`config.mk`:
```
export PLATFORM = sky130hd
export DESIGN_NAME = adc_result_core
export DESIGN_NICKNAME = d
export VERILOG_FILES = /design/src/core/adc_fmt_pkg.sv /design/src/core/fmt_if.sv /design/src/core/result_formatter.sv /design/src/core/ref_output_ctrl.sv /design/src/core/adc_result_core.sv
export VERILOG_INCLUDE_DIRS = /design/src /design/src/core
export SDC_FILE = /design/constraint.sdc
export NUM_CORES = 1
export LEC_CHECK = 0
export ABC_AREA = 1
export BUFFER_PORTS_ARGS = -buffer_cell sky130_fd_sc_hd__buf_2
export CAP_MARGIN = 20
export CORE_MARGIN = 2
export CORE_UTILIZATION = 25
export CTS_CLUSTER_SIZE = 40
export DETAILED_ROUTE_END_ITERATION = 8
export HOLD_SLACK_MARGIN = 0.05
export PLACE_DENSITY = 0.42
export SLEW_MARGIN = 20
export SYNTH_ARGS = -nofsm -noshare
export SYNTH_HDL_FRONTEND = slang
export SYNTH_HIERARCHICAL = 1
export SYNTH_SLANG_ARGS = --single-unit
```
`constraint.sdc`:
```
create_clock -name sys_clk -period 9.04 [get_ports sys_clk]
set_input_delay 1.356 -clock sys_clk [delete_from_list [all_inputs] [get_ports sys_clk]]
set_output_delay 1.356 -clock sys_clk [all_outputs]
set_load 0.005 [all_outputs]
```
`src/core/adc_fmt_params.svh`:
```
// Constants of the converter result and reference block.
// Assumes an 8-bit register port with a 4-bit word address.
`ifndef ADC_FMT_PARAMS_SVH
`define ADC_FMT_PARAMS_SVH

// ----------------------------------------
// Register offsets
// ----------------------------------------
`define RA_INSEL     4'h0
`define RA_CTRL_A    4'h1
`define RA_CTRL_B    4'h2
`define RA_RES_LOW   4'h3
`define RA_RES_HIGH  4'h4
`define RA_IRQ_STAT  4'h5
`define RA_IRQ_CLR   4'h6
`define RA_IRQ_EN    4'h7

// ----------------------------------------
// Field positions and reset values
// ----------------------------------------
`define BIT_REF_HI     7
`define BIT_REF_LO     6
`define BIT_LEFT_ADJ   5
`define BIT_CONV_EN    7
`define BIT_DONE_A     4
`define BIT_BIPOLAR    7
`define BIT_REF_OUT_EN 1
`define BIT_CH_DIFF    4
`define EV_DONE        0
`define EV_SAT         1
`define CH_TEMP        5'h0B
`define RST_BYTE       8'h00
`define RST_IRQ        2'h0

`endif

```
`src/core/adc_fmt_pkg.sv`:
```
// Types shared by the result formatting block.
// Assumes the constants header is included by the design files.
package adc_fmt_pkg;

	// Result encoding chosen from channel and polarity setting.
	typedef enum logic [1:0]
	{
		MODE_SINGLE  = 2'b00,
		MODE_UNIPOL  = 2'b01,
		MODE_BIPOL   = 2'b10
	} conv_mode_type;

	// Formatted code together with its saturation flag.
	typedef struct packed
	{
		logic [9:0] code;
		logic       saturated;
	} fmt_result_type;

endpackage

```
`src/core/fmt_if.sv`:
```
// Bundle between the register core and the code formatter.
// Assumes both ends share one clock; the bundle is combinational.
`timescale 1ns/10ps
`default_nettype none

interface fmt_if;
	logic signed [15:0]         ratio;     // Sampled input over reference, Q2.14.
	adc_fmt_pkg::conv_mode_type mode;      // Encoding to apply.
	logic                       gain_20x;  // High gain selected.
	adc_fmt_pkg::fmt_result_type result;   // Formatted code and saturation.

	// Register core drives the inputs of the formatter.
	modport ctl (output ratio, output mode, output gain_20x, input result);
	// Formatter answers with the code.
	modport fmt (input ratio, input mode, input gain_20x, output result);
endinterface

`default_nettype wire

```
`src/core/result_formatter.sv`:
```
// Turns a sampled ratio into the 10-bit result code.
// Assumes the ratio is held stable while the core samples the answer.
`timescale 1ns/10ps
`default_nettype none

module result_formatter
(
	fmt_if.fmt port  // Ratio in, code out.
);

	// ----------------------------------------
	// Scaling and clamping
	// ----------------------------------------
	// Gain is 1 for single ended, else 8 or 20.
	wire logic signed [20:0] gain_w =
		(port.mode == adc_fmt_pkg::MODE_SINGLE) ? 21'sh0_0001 :
		port.gain_20x ? 21'sh0_0014 : 21'sh0_0008;
	wire logic signed [20:0] ratio_w = 21'(port.ratio);  // Sign extended.
	wire logic signed [20:0] prod_w  = ratio_w * gain_w; // Fits 21 bits.
	// Bipolar halves the scale: 512 instead of 1024 per reference.
	wire logic signed [20:0] scaled_w =
		(port.mode == adc_fmt_pkg::MODE_BIPOL) ? (prod_w >>> 5) : (prod_w >>> 4);

	// Clamp to the range of the active encoding.
	always_comb
	begin
		port.result.saturated = 1'b0;
		port.result.code      = scaled_w[9:0];
		if (port.mode == adc_fmt_pkg::MODE_BIPOL)
		begin
			// Two's complement from 0x200 to 0x1FF.
			if (scaled_w > 21'sh0_01FF)
			begin
				port.result.code      = 10'h1FF;
				port.result.saturated = 1'b1;
			end
			else if (scaled_w < -21'sh0_0200)
			begin
				port.result.code      = 10'h200;
				port.result.saturated = 1'b1;
			end
		end
		else if (scaled_w < 21'sh0_0000)
		begin
			// Negative difference saturates to zero.
			port.result.code      = 10'h000;
			port.result.saturated = 1'b1;
		end
		else if (scaled_w > 21'sh0_03FF)
		begin
			// Above the reference the code pins at full scale.
			port.result.code      = 10'h3FF;
			port.result.saturated = 1'b1;
		end
	end

endmodule // result_formatter

`default_nettype wire

```
`src/core/ref_output_ctrl.sv`:
```
// Drives the internal reference onto the reference output pin.
// Assumes an analog switch follows the enable and the level select.
`timescale 1ns/10ps
`default_nettype none

module ref_output_ctrl
(
	input  wire logic sys_clk,       // Converter clock.
	input  wire logic rstn,          // Asynchronous reset, active low.
	input  wire logic conv_enable,   // Converter turned on.
	input  wire logic out_enable,    // Reference output enable bit.
	input  wire logic ref_hi,        // Reference select, high bit.
	input  wire logic ref_lo,        // Reference select, low bit.
	output logic      pin_oe_n,      // Low while the pin is driven.
	output logic      level_256      // 1 selects 2.56 V, 0 selects 1.1 V.
);

	// Only the internal reference settings may reach the pin.
	wire logic drive_w = conv_enable && out_enable && ref_lo;

	// Registered so the analog switch sees clean levels.
	always_ff @(posedge sys_clk or negedge rstn)
	begin
		if (!rstn)
		begin
			pin_oe_n  <= 1'b1;
			level_256 <= 1'b0;
		end
		else
		begin
			pin_oe_n  <= !drive_w;
			level_256 <= drive_w && ref_hi;
		end
	end

endmodule // ref_output_ctrl

`default_nettype wire

```
`src/core/adc_result_core.sv`:
```
// Register core: result bytes, mode control, events and reference output.
// Assumes conv_finish and sample_ratio come from the converter sequencer
// on sys_clk, so they are used without synchronisers.
//
// Functional notes
// - Result readable in low/high bytes once done.
// - Single ended: unsigned code, Vin times 1024/Vref.
// - Unipolar differential: gain 8/20, negatives clamp zero.
// - Unipolar by default; bipolar only when bit set.
// - Bipolar: 512 times gain, two's complement code.
// - Bipolar sign sits in result MSB.
// - Temperature channel routes sensor as single ended.
// - Reference output driven only while converter enabled.
// - Output enable zero leaves pin high impedance.
// - Conversion end sets the done flag.
//
// The register offsets and the address-and-strobe port were left to the implementer.
`include "adc_fmt_params.svh"
`timescale 1ns/10ps
`default_nettype none

module adc_result_core
(
	input  wire logic        sys_clk,        // Converter clock, 250 MHz.
	input  wire logic        rstn,           // Asynchronous reset, active low.
	input  wire logic [3:0]  reg_addr,       // Register word address.
	input  wire logic [7:0]  reg_wdata,      // Write data.
	input  wire logic        reg_wr,         // Write strobe.
	input  wire logic        reg_rd,         // Read strobe.
	output logic      [7:0]  reg_rdata,      // Read data, cycle after strobe.
	input  wire logic        conv_finish,    // One-cycle end of conversion.
	input  wire logic [15:0] sample_ratio,   // Signed input over reference.
	output logic      [4:0]  mux_select,     // Channel to the analog mux.
	output logic             temp_sensor_en, // Temperature sensor to the mux.
	output logic             conv_enable,    // Converter turned on.
	output logic             ref_output_pin_oe_n, // Low while driven.
	output logic             ref_level_256,  // Driven level is 2.56 V.
	output logic             irq             // Level interrupt.
);

	// ----------------------------------------
	// Control registers
	// ----------------------------------------
	logic [7:0] input_select_reg;   // Reference, adjust, channel.
	logic       conv_enable_reg;    // Converter on.
	logic       bipolar_select_reg; // Bipolar input mode.
	logic       ref_out_en_reg;     // Reference output enable.
	logic [1:0] irq_status_reg;     // Sticky events.
	logic [1:0] irq_enable_reg;     // Event mask.
	logic [9:0] result_reg;         // Latched code.
	logic [7:0] rdata_reg;          // Read data holding stage.

	fmt_if fmt_bus ();  // Bundle to the formatter.

	// ----------------------------------------
	// Decoding
	// ----------------------------------------
	// Write strobes per register.
	wire logic wr_insel_w = reg_wr && (reg_addr == `RA_INSEL);
	wire logic wr_ctrla_w = reg_wr && (reg_addr == `RA_CTRL_A);
	wire logic wr_ctrlb_w = reg_wr && (reg_addr == `RA_CTRL_B);
	wire logic wr_clr_w   = reg_wr && (reg_addr == `RA_IRQ_CLR);
	wire logic wr_en_w    = reg_wr && (reg_addr == `RA_IRQ_EN);

	// Field views of the input select register.
	wire logic [4:0] channel_select = input_select_reg[4:0];
	wire logic       ref_select_hi  = input_select_reg[`BIT_REF_HI];
	wire logic       ref_select_lo  = input_select_reg[`BIT_REF_LO];
	wire logic       left_adjust    = input_select_reg[`BIT_LEFT_ADJ];

	// A channel code with the top bit set is a differential pair.
	wire logic is_diff_w = channel_select[`BIT_CH_DIFF];

	// A finish only counts while the converter is on.
	wire logic finish_w = conv_finish && conv_enable_reg;

	// Encoding follows channel type, then the polarity bit.
	wire adc_fmt_pkg::conv_mode_type mode_w =
		!is_diff_w ? adc_fmt_pkg::MODE_SINGLE :
		bipolar_select_reg ? adc_fmt_pkg::MODE_BIPOL :
		adc_fmt_pkg::MODE_UNIPOL;

	// Events raised by this conversion end.
	wire logic [1:0] event_w =
		{finish_w && fmt_bus.result.saturated, finish_w};

	// Write-one-to-clear mask, gated to the clear register.
	wire logic [1:0] clear_w = wr_clr_w ? reg_wdata[1:0] : `RST_IRQ;

	// Presentation of the result: right or left adjusted.
	wire logic [7:0] res_low_w = left_adjust ?
		{result_reg[1:0], 6'h00} : result_reg[7:0];
	wire logic [7:0] res_high_w = left_adjust ?
		result_reg[9:2] : {6'h00, result_reg[9:8]};

	// Read data multiplexer; unmapped words read zero.
	wire logic [7:0] read_mux_w =
		(reg_addr == `RA_INSEL)    ? input_select_reg :
		(reg_addr == `RA_CTRL_A)   ?
			{conv_enable_reg, 2'h0, irq_status_reg[`EV_DONE], 4'h0} :
		(reg_addr == `RA_CTRL_B)   ?
			{bipolar_select_reg, 5'h00, ref_out_en_reg, 1'b0} :
		(reg_addr == `RA_RES_LOW)  ? res_low_w :
		(reg_addr == `RA_RES_HIGH) ? res_high_w :
		(reg_addr == `RA_IRQ_STAT) ? {6'h00, irq_status_reg} :
		(reg_addr == `RA_IRQ_EN)   ? {6'h00, irq_enable_reg} :
		`RST_BYTE;

	// ----------------------------------------
	// Formatter hookup
	// ----------------------------------------
	assign fmt_bus.ratio    = sample_ratio;
	assign fmt_bus.mode     = mode_w;
	assign fmt_bus.gain_20x = channel_select[0];  // Odd pair codes are 20x.

	// Converts the ratio into the code of the active encoding.
	result_formatter u_fmt
	(
		.port (fmt_bus)
	);

	// ----------------------------------------
	// Software registers
	// ----------------------------------------
	// Control bits written by software; all reset to the unipolar,
	// converter-off, pin-released state.
	always_ff @(posedge sys_clk or negedge rstn)
	begin
		if (!rstn)
		begin
			input_select_reg   <= `RST_BYTE;
			conv_enable_reg    <= 1'b0;
			bipolar_select_reg <= 1'b0;
			ref_out_en_reg     <= 1'b0;
			irq_enable_reg     <= `RST_IRQ;
		end
		else
		begin
			if (wr_insel_w)
				input_select_reg <= reg_wdata;
			if (wr_ctrla_w)
				conv_enable_reg <= reg_wdata[`BIT_CONV_EN];
			if (wr_ctrlb_w)
			begin
				bipolar_select_reg <= reg_wdata[`BIT_BIPOLAR];
				ref_out_en_reg     <= reg_wdata[`BIT_REF_OUT_EN];
			end
			if (wr_en_w)
				irq_enable_reg <= reg_wdata[1:0];
		end
	end

	// ----------------------------------------
	// Result and events
	// ----------------------------------------
	// The code is latched in the same edge that raises the done flag,
	// so a reader that sees the flag always sees the new code.
	always_ff @(posedge sys_clk or negedge rstn)
	begin
		if (!rstn)
			result_reg <= 10'h000;
		else if (finish_w)
			result_reg <= fmt_bus.result.code;
	end

	// Sticky events; a set in the clearing cycle wins over the clear.
	always_ff @(posedge sys_clk or negedge rstn)
	begin
		if (!rstn)
			irq_status_reg <= `RST_IRQ;
		else
			irq_status_reg <= (irq_status_reg & ~clear_w) | event_w;
	end

	// Read data stand in each cycle after a strobe cycle, zero otherwise.
	always_ff @(posedge sys_clk or negedge rstn)
	begin
		if (!rstn)
			rdata_reg <= `RST_BYTE;
		else
			rdata_reg <= reg_rd ? read_mux_w : `RST_BYTE;
	end

	// ----------------------------------------
	// Reference output
	// ----------------------------------------
	// Pin drive follows enable, converter state and reference select.
	ref_output_ctrl u_ref
	(
		.sys_clk     (sys_clk),
		.rstn        (rstn),
		.conv_enable (conv_enable_reg),
		.out_enable  (ref_out_en_reg),
		.ref_hi      (ref_select_hi),
		.ref_lo      (ref_select_lo),
		.pin_oe_n    (ref_output_pin_oe_n),
		.level_256   (ref_level_256)
	);

	// ----------------------------------------
	// Outputs
	// ----------------------------------------
	assign reg_rdata      = rdata_reg;
	assign mux_select     = channel_select;
	assign temp_sensor_en = (channel_select == `CH_TEMP);
	assign conv_enable    = conv_enable_reg;
	assign irq            = |(irq_status_reg & irq_enable_reg);

	// ----------------------------------------
	// Assertions
	// ----------------------------------------
	// A counted conversion end raises the done flag next edge.
	a_done_flag_set: assert property (
		@(posedge sys_clk) disable iff (!rstn)
		finish_w |=> irq_status_reg[`EV_DONE])
		else $error("done flag not set after conversion end");

	// A clear in the same cycle as an event does not drop it.
	a_set_beats_clear: assert property (
		@(posedge sys_clk) disable iff (!rstn)
		(finish_w && clear_w[`EV_DONE]) |=> irq_status_reg[`EV_DONE])
		else $error("event lost against simultaneous clear");

	// The latched result equals the formatter answer at the end.
	a_result_latched: assert property (
		@(posedge sys_clk) disable iff (!rstn)
		finish_w |=> (result_reg == $past(fmt_bus.result.code)))
		else $error("result not latched at conversion end");

	// Single ended code in range is the ratio scaled by 1024.
	a_single_scale: assert property (
		@(posedge sys_clk) disable iff (!rstn)
		(mode_w == adc_fmt_pkg::MODE_SINGLE && sample_ratio < 16'h4000)
		|-> (fmt_bus.result.code == sample_ratio[13:4]))
		else $error("single ended code wrong");

	// Unipolar negative differences read as zero.
	a_unipolar_clamp: assert property (
		@(posedge sys_clk) disable iff (!rstn)
		(mode_w == adc_fmt_pkg::MODE_UNIPOL && sample_ratio[15])
		|-> (fmt_bus.result.code == 10'h000 && fmt_bus.result.saturated))
		else $error("negative unipolar not clamped");

	// Bipolar full positive reference with gain saturates high.
	a_bipolar_top: assert property (
		@(posedge sys_clk) disable iff (!rstn)
		(mode_w == adc_fmt_pkg::MODE_BIPOL && sample_ratio[15:14] == 2'b01)
		|-> (fmt_bus.result.code == 10'h1FF))
		else $error("bipolar positive clamp wrong");

	// Bipolar sign bit follows the sign of the difference.
	a_bipolar_sign: assert property (
		@(posedge sys_clk) disable iff (!rstn)
		(mode_w == adc_fmt_pkg::MODE_BIPOL)
		|-> (fmt_bus.result.code[9] == sample_ratio[15]))
		else $error("bipolar sign bit wrong");

	// Pin stays released one edge after enable or converter is off.
	a_ref_pin_hiz: assert property (
		@(posedge sys_clk) disable iff (!rstn)
		(!ref_out_en_reg || !conv_enable_reg) |=> ref_output_pin_oe_n)
		else $error("reference pin driven while disabled");

	// A driven pin carries the level of the reference select.
	a_ref_level: assert property (
		@(posedge sys_clk) disable iff (!rstn)
		!ref_output_pin_oe_n |-> (ref_level_256 == $past(ref_select_hi)))
		else $error("reference output level wrong");

	// Right adjusted high byte keeps bits above nine at zero.
	// The code is taken as it stood at the read, since a finish may land then.
	a_high_byte_zero: assert property (
		@(posedge sys_clk) disable iff (!rstn)
		(reg_rd && reg_addr == `RA_RES_HIGH && !left_adjust)
		|=> (reg_rdata[7:2] == 6'h00 && reg_rdata[1:0] == $past(result_reg[9:8])))
		else $error("high result byte upper bits not zero");

	// Right adjusted low byte carries the lower eight code bits.
	a_low_byte_right: assert property (
		@(posedge sys_clk) disable iff (!rstn)
		(reg_rd && reg_addr == `RA_RES_LOW && !left_adjust) |=> (reg_rdata == $past(result_reg[7:0])))
		else $error("low result byte wrong");

	// Left adjusted high byte carries the upper eight code bits.
	a_left_high_byte: assert property (
		@(posedge sys_clk) disable iff (!rstn)
		(reg_rd && reg_addr == `RA_RES_HIGH && left_adjust) |=> (reg_rdata == $past(result_reg[9:2])))
		else $error("left adjusted high byte wrong");

	// Read data fall back to zero in every cycle without a read.
	a_rdata_idle_zero: assert property (
		@(posedge sys_clk) disable iff (!rstn)
		!reg_rd |=> (reg_rdata == `RST_BYTE))
		else $error("read data not zero outside read");

	// A finish while the converter is off leaves the result alone.
	a_finish_ignored: assert property (
		@(posedge sys_clk) disable iff (!rstn)
		(conv_finish && !conv_enable_reg) |=> $stable(result_reg))
		else $error("result changed while converter off");

	// A clamped code raises the saturation event.
	a_sat_event_set: assert property (
		@(posedge sys_clk) disable iff (!rstn)
		(finish_w && fmt_bus.result.saturated) |=> irq_status_reg[`EV_SAT])
		else $error("saturation event not set");

	// Single ended input at or above the reference pins at full scale.
	a_single_top: assert property (
		@(posedge sys_clk) disable iff (!rstn)
		(mode_w == adc_fmt_pkg::MODE_SINGLE && sample_ratio[15:14] == 2'b01)
		|-> (fmt_bus.result.code == 10'h3FF && fmt_bus.result.saturated))
		else $error("single ended full scale wrong");

	// Bipolar full negative reference with gain saturates low.
	a_bipolar_bottom: assert property (
		@(posedge sys_clk) disable iff (!rstn)
		(mode_w == adc_fmt_pkg::MODE_BIPOL && sample_ratio[15:14] == 2'b10)
		|-> (fmt_bus.result.code == 10'h200))
		else $error("bipolar negative clamp wrong");

	// The polarity bit moves only on a write to its register.
	a_bipolar_written: assert property (
		@(posedge sys_clk) disable iff (!rstn)
		!wr_ctrlb_w |=> $stable(bipolar_select_reg))
		else $error("bipolar select changed without write");

	// The temperature channel is always converted single ended.
	a_temp_single: assert property (
		@(posedge sys_clk) disable iff (!rstn)
		temp_sensor_en |-> (mode_w == adc_fmt_pkg::MODE_SINGLE))
		else $error("temperature channel not single ended");

	// All enables set and an internal reference drive the pin next edge.
	a_ref_pin_drive: assert property (
		@(posedge sys_clk) disable iff (!rstn)
		(conv_enable_reg && ref_out_en_reg && ref_select_lo) |=> !ref_output_pin_oe_n)
		else $error("reference pin not driven");

	// A reference select without the internal source keeps the pin released.
	a_ref_lo_release: assert property (
		@(posedge sys_clk) disable iff (!rstn)
		!ref_select_lo |=> ref_output_pin_oe_n)
		else $error("reference pin driven without internal source");

	// An enabled done event raises the interrupt next edge.
	a_done_irq: assert property (
		@(posedge sys_clk) disable iff (!rstn)
		(finish_w && irq_enable_reg[`EV_DONE]) |=> irq)
		else $error("interrupt not raised on done");

endmodule // adc_result_core

`default_nettype wire

```
-- After elaboration in Yosys (flattened, before gate mapping)
Cells that the tools add are included.
- reductions and logical operators: 14
- eq/ne operators: 9
- bitwise gates (word level): 4
- shift-type cells: 0
- multiply operators: 1
- magnitude comparators: 4
- muxes and demuxes: 21
- $add $sub $neg: 0
- divide/modulo/power cells: 0
- operator list (cell ; count):
    8-bit 2-to-1 mux ; 8
    11-bit 2-to-1 mux ; 5
    16-bit by 21-bit multiplier with 21-bit output ; 1
    21-bit 2-to-1 mux ; 1
    17-bit by 10-bit > comparator with 1-bit output, second input constant ; 1
    17-bit by 11-bit > comparator with 1-bit output, second input constant ; 1
    17-bit by 1-bit < comparator with 1-bit output, second input constant ; 1
    17-bit by 10-bit < comparator with 1-bit output, second input constant ; 1
    4-bit by 3-bit == test with 1-bit output, second input constant ; 4
    16-bit 2-to-1 mux ; 1
    1-bit logical AND ; 10
    2-bit 2-to-1 mux ; 5
    4-bit by 2-bit == test with 1-bit output, second input constant ; 2
    5-bit by 4-bit == test with 1-bit output, second input constant ; 1
    5-bit 2-to-1 mux ; 1
    2-bit bitwise AND ; 2
    4-bit by 1-bit == test with 1-bit output, second input constant ; 1
    4-bit logical NOT ; 1
    2-bit == test, second input constant ; 1
    2-bit logical NOT ; 1
    2-bit NOT ; 1
    2-bit bitwise OR ; 1
    2-bit OR reduction ; 1
    1-bit logical NOT ; 1
- bits in registers: 35
- input bits: 33
- output and inout bits: 18
- bits in writable memories: 0
- logic and storage cells: 63
- memories: 0
- bits in latches: 0
- ROM bits: 0

-- Logic depth before layout (Yosys ltp)
- depth after elaboration: 12
- mapped depth: 31
- gate-level depth less buffers: 31

-- By module
The synthesis kept the hierarchy.
- modules (own cells, without submodules) (module ; cells an instance ; instances ; area each (um^2)):
    result_formatter ; 540 ; 1 ; 3225.6
    adc_result_core ; 196 ; 1 ; 1690.4
    ref_output_ctrl ; 5 ; 1 ; 71.3

-- Least setup slack after synthesis
No wires, ideal clock.
- path type: input to register
- from: in sample_ratio[15]
- to: reg result_reg[1]
- setup slack: 4.091 ns
- arrival: 4.824 ns
- required time: 8.915 ns
- cell stages on the path: 24
- setup time: 0.125 ns
- cells stage by stage: inv_1 -> nor2_1 -> ha_1 -> inv_1 -> fa_1 -> fa_1 -> inv_1 -> ha_1 -> nand2_1 -> nand2_1 -> nand2_1 -> nand2_1 -> a21oi_1 -> nand2_2 -> nand2_4 -> nand3_2 -> nand2_1 -> nand2_1 -> nor2_2 -> nand2_1 -> nand2_4 -> o21a_1 -> nand2_1 -> mux2_2
- RTL lines (item ; line ; text):
    start, declared ; adc_result_core.sv:32 ; input wire logic [15:0] sample_ratio,
    end signal, assigned ; adc_result_core.sv:163 ; result_reg <= fmt_bus.result.code;
    end, declared ; adc_result_core.sv:50 ; logic [9:0] result_reg;

==> qor.txt <==
Combinational fraction of design power: 0.719
Total wire length: 12.2 mm
# hold bufs at CTS: 0
Critical path peak fanout: 16
Clock Power Share: 0.116
Main combinational cell family by area after synthesis: simple AND/OR/NAND/NOR gates
Fin. Hold Viols: 0
Setup WS pre-CTS: 3200 ps
Initial antenna violation count: 0
Worst Hold Path Cells: 1
Largest net degree at the start of global routing: 36
CP endpoint kind: flop
Area growth, synth to finish: 12.9%
Final setup violation count: 0
Most frequent CP cell: nand2_1
Worst setup margin: 3210 ps
Worst-path clk slew: 60 ps
PD cells: 251 nW/µm²
Skew-Pair Late Insertion Delay: 280 ps
Skew final: 4.17 ps
Final ANT Viol Nets: 0
Crit path time final: 5830 ps
Worst path arrival time: 5990 ps
Synth warn: 6
Largest register FFs: 10
Compound-cell area share of the yosys netlist: 0.0707
Hold Path Sink: u_ref/pin_oe_n
Setup slack, reg-to-reg: 3210 ps
Vias in the first global route: 4425
1st-iter DRT viols: 230
Dominant synthesized flop cell: dfrtp_1
Die area: 21100 µm²
Critical path class: reg -> reg
First-pass GRT wire length: 21.5 mm
Least-Margin Pin Slew: 809 ps
Sequential Power Share: 0.165
Synth cell types: 44
Final Cycle Share: 0.645
R2R cell count: 29
Inserted Diodes: 0
Fmax achieved: 171 MHz
Hold Path Class: reg -> reg
Mux share of post-synthesis cell area: 0.0236
Max-cap violations: 0
H-tree depth: 2
Hold_sp: ref_out_en_reg
Synthesized net count: 855
Unrepaired setup endpoints after global routing: false
Total global-route track usage: 0.122
Final GP Congestion: 0.827
Initial Util: 0.255
Worst vdd ir: 76.9 µV
Mapped cell area: 4990 µm²
Share of cells above drive strength 1: 0.136
RR Endpoint: result_reg[7]
Yosys reg bits: 35
Sink Count: 35
Postcts setup bufs: 0
Drt drc: 0
Tot Pwr: 1.41 mW
Clock buffer depth: 2
CORE AREA: 19500 µm²
Worst setup SP type: flop
Reg-to-Reg Start: input_select_reg[4]
Xor and xnor fraction of the mapped netlist area: 0.0140
WL per Instance: 11.6 µm
Pint: 0.664 mW
Critical Path Start: input_select_reg[4]
Vias after detailed routing: 4348
Port Buffer Count: 50
Post-CTS sizing: 0
# IOs: 51
Total gr overflow: 0
Post-synth EDFFs: 0
Critical Path RT: 9200 ps
Register area share after synthesis: 0.176
CTS Buf Count: 5
Syn Inst Count: 741
Max_slew headroom: 0.461
Die width: 145 µm
Slowest CP cell: nand2_1
Final setup TNS: 0 ps
Post-synthesis adder-cell area fraction: 0.251
Drt via density: 4.14
Run status: completed
Slew Limit Fails: 0
Area share of and/or/nand/nor cells after synthesis: 0.322
Asr flop ratio synth: 1.00
Root buffer cell: clkbuf_16
# nets final: 898
Mean Syn Cell Area: 6.73 µm²
Post-DP HPWL: 10.3 mm
Leak: 3.22 nW
Switching share of power: 0.529
# fillers: 2228
Rows: 51
Die Span Y: 145 µm
Net switching power: 0.747 mW
Slowest stage delay, CP: 570 ps
1st-pass router iterations: 4
CTS tree: built
## stage by stage
step / utilization / area, µm² / std cells / hold WS, ps
6_report: 0.288 / 5630 / 1050 / 505
4_1_cts: 0.288 / 5630 / 1050 / 515
5_1_grt: 0.288 / 5630 / 1050 / 542
2_1_floorplan: - / 4990 / 741 / 437
3_5_place_dp: 0.281 / 5490 / 1042 / 504
3_3_place_gp: 0.281 / 5490 / 1042 / 503
## power by group through the flow
stage	Sequential, mW	Combinational [mW]	Clock [mW]
6_report	0.233	1.01	0.164
3_3_place_gp	0.236	1.04	0
3_5_place_dp	0.236	1.03	0
5_1_grt	0.239	1.21	0.178
2_1_floorplan	0.219	0.807	0
4_1_cts	0.233	1.03	0.171
## critical path, delay by kind of cell, from the launching register on
kind / cells / cell delay [ps]
AOI/OAI and AO/OA: 1 / 270
muxes: 1 / 260
adders and majority gates: 4 / 1740
and+or+nand+nor: 18 / 2340
buffers and inverters: 5 / 650
DFF: 1 / 430
## cell type report
type	count	area, µm²	area share
Inverter	164	621	0.110
Clock buffer	6	129	0.0229
Tap cell	265	332	0.0589
Timing Repair Buffer	51	258	0.0458
Clock inverter	2	12.5	0.00222
Sequential cell	35	877	0.156
Multi-Input combinational cell	527	3400	0.604
## per-layer routing
layer / routed length, µm / track usage
met1: 6200 / 0.172
met2: 5590 / 0.204
met3: 287 / 0.0113
met4: 82 / 0.0191
met5: 0 / 0
## cells in the mapped netlist, drive strengths merged (6+ instances only)
library cell,instances,share of area
a21oi,26,0.029
buf,10,0.014
dfrtp,34,0.17
fa,32,0.13
ha,49,0.12
inv,164,0.12
mux2,8,0.020
nand2,205,0.16
nand3,60,0.065
nand4,6,0.0075
nor2,89,0.074
o21ai,25,0.030
## cell usage in the layout (no fill, tap or decap), types with 2 or more instances in the layout
master     count
mux2_2         6
fa_1          32
o211ai_1       2
inv_2          4
inv_1        159
mux2_4         2
nor2_4         2
dfrtp_1       34
nand3_1       55
nand3_2        5
and2_1         3
o21ai_0       20
a21oi_1       22
nor2_2         8
mux2i_1        2
xor2_1         5
nand4_1        6
nand2_2        6
o21ai_2        3
nor2_1        79
nand2_4        5
ha_1          49
nand2_1      194
buf_2         50
xnor2_1        3
a21oi_2        4
o21a_1         3
clkbuf_16      5
## worst max path at each step
stage / endpoint / cells after the start / slack (ps)
final: result_reg[7] / 29 / 3210
after global routing: result_reg[5] / 27 / 2560
after CTS: result_reg[7] / 25 / 3180
after detailed placement: result_reg[7] / 25 / 3200
after global placement: result_reg[1] / 27 / 3280
after floorplan: result_reg[1] / 24 / 4090
## cell families (layout without fill, tap and decap cells)
logic type      Yosys count  after routing
other cells               1              1
flops                    35             35
compound gates           59             59
mux                      10             10
xor+xnor                  8              8
fa+ha+maj                81             81
simple gates            368            368
buf+inv                 179            223
(Power assumes the default switching activity.)
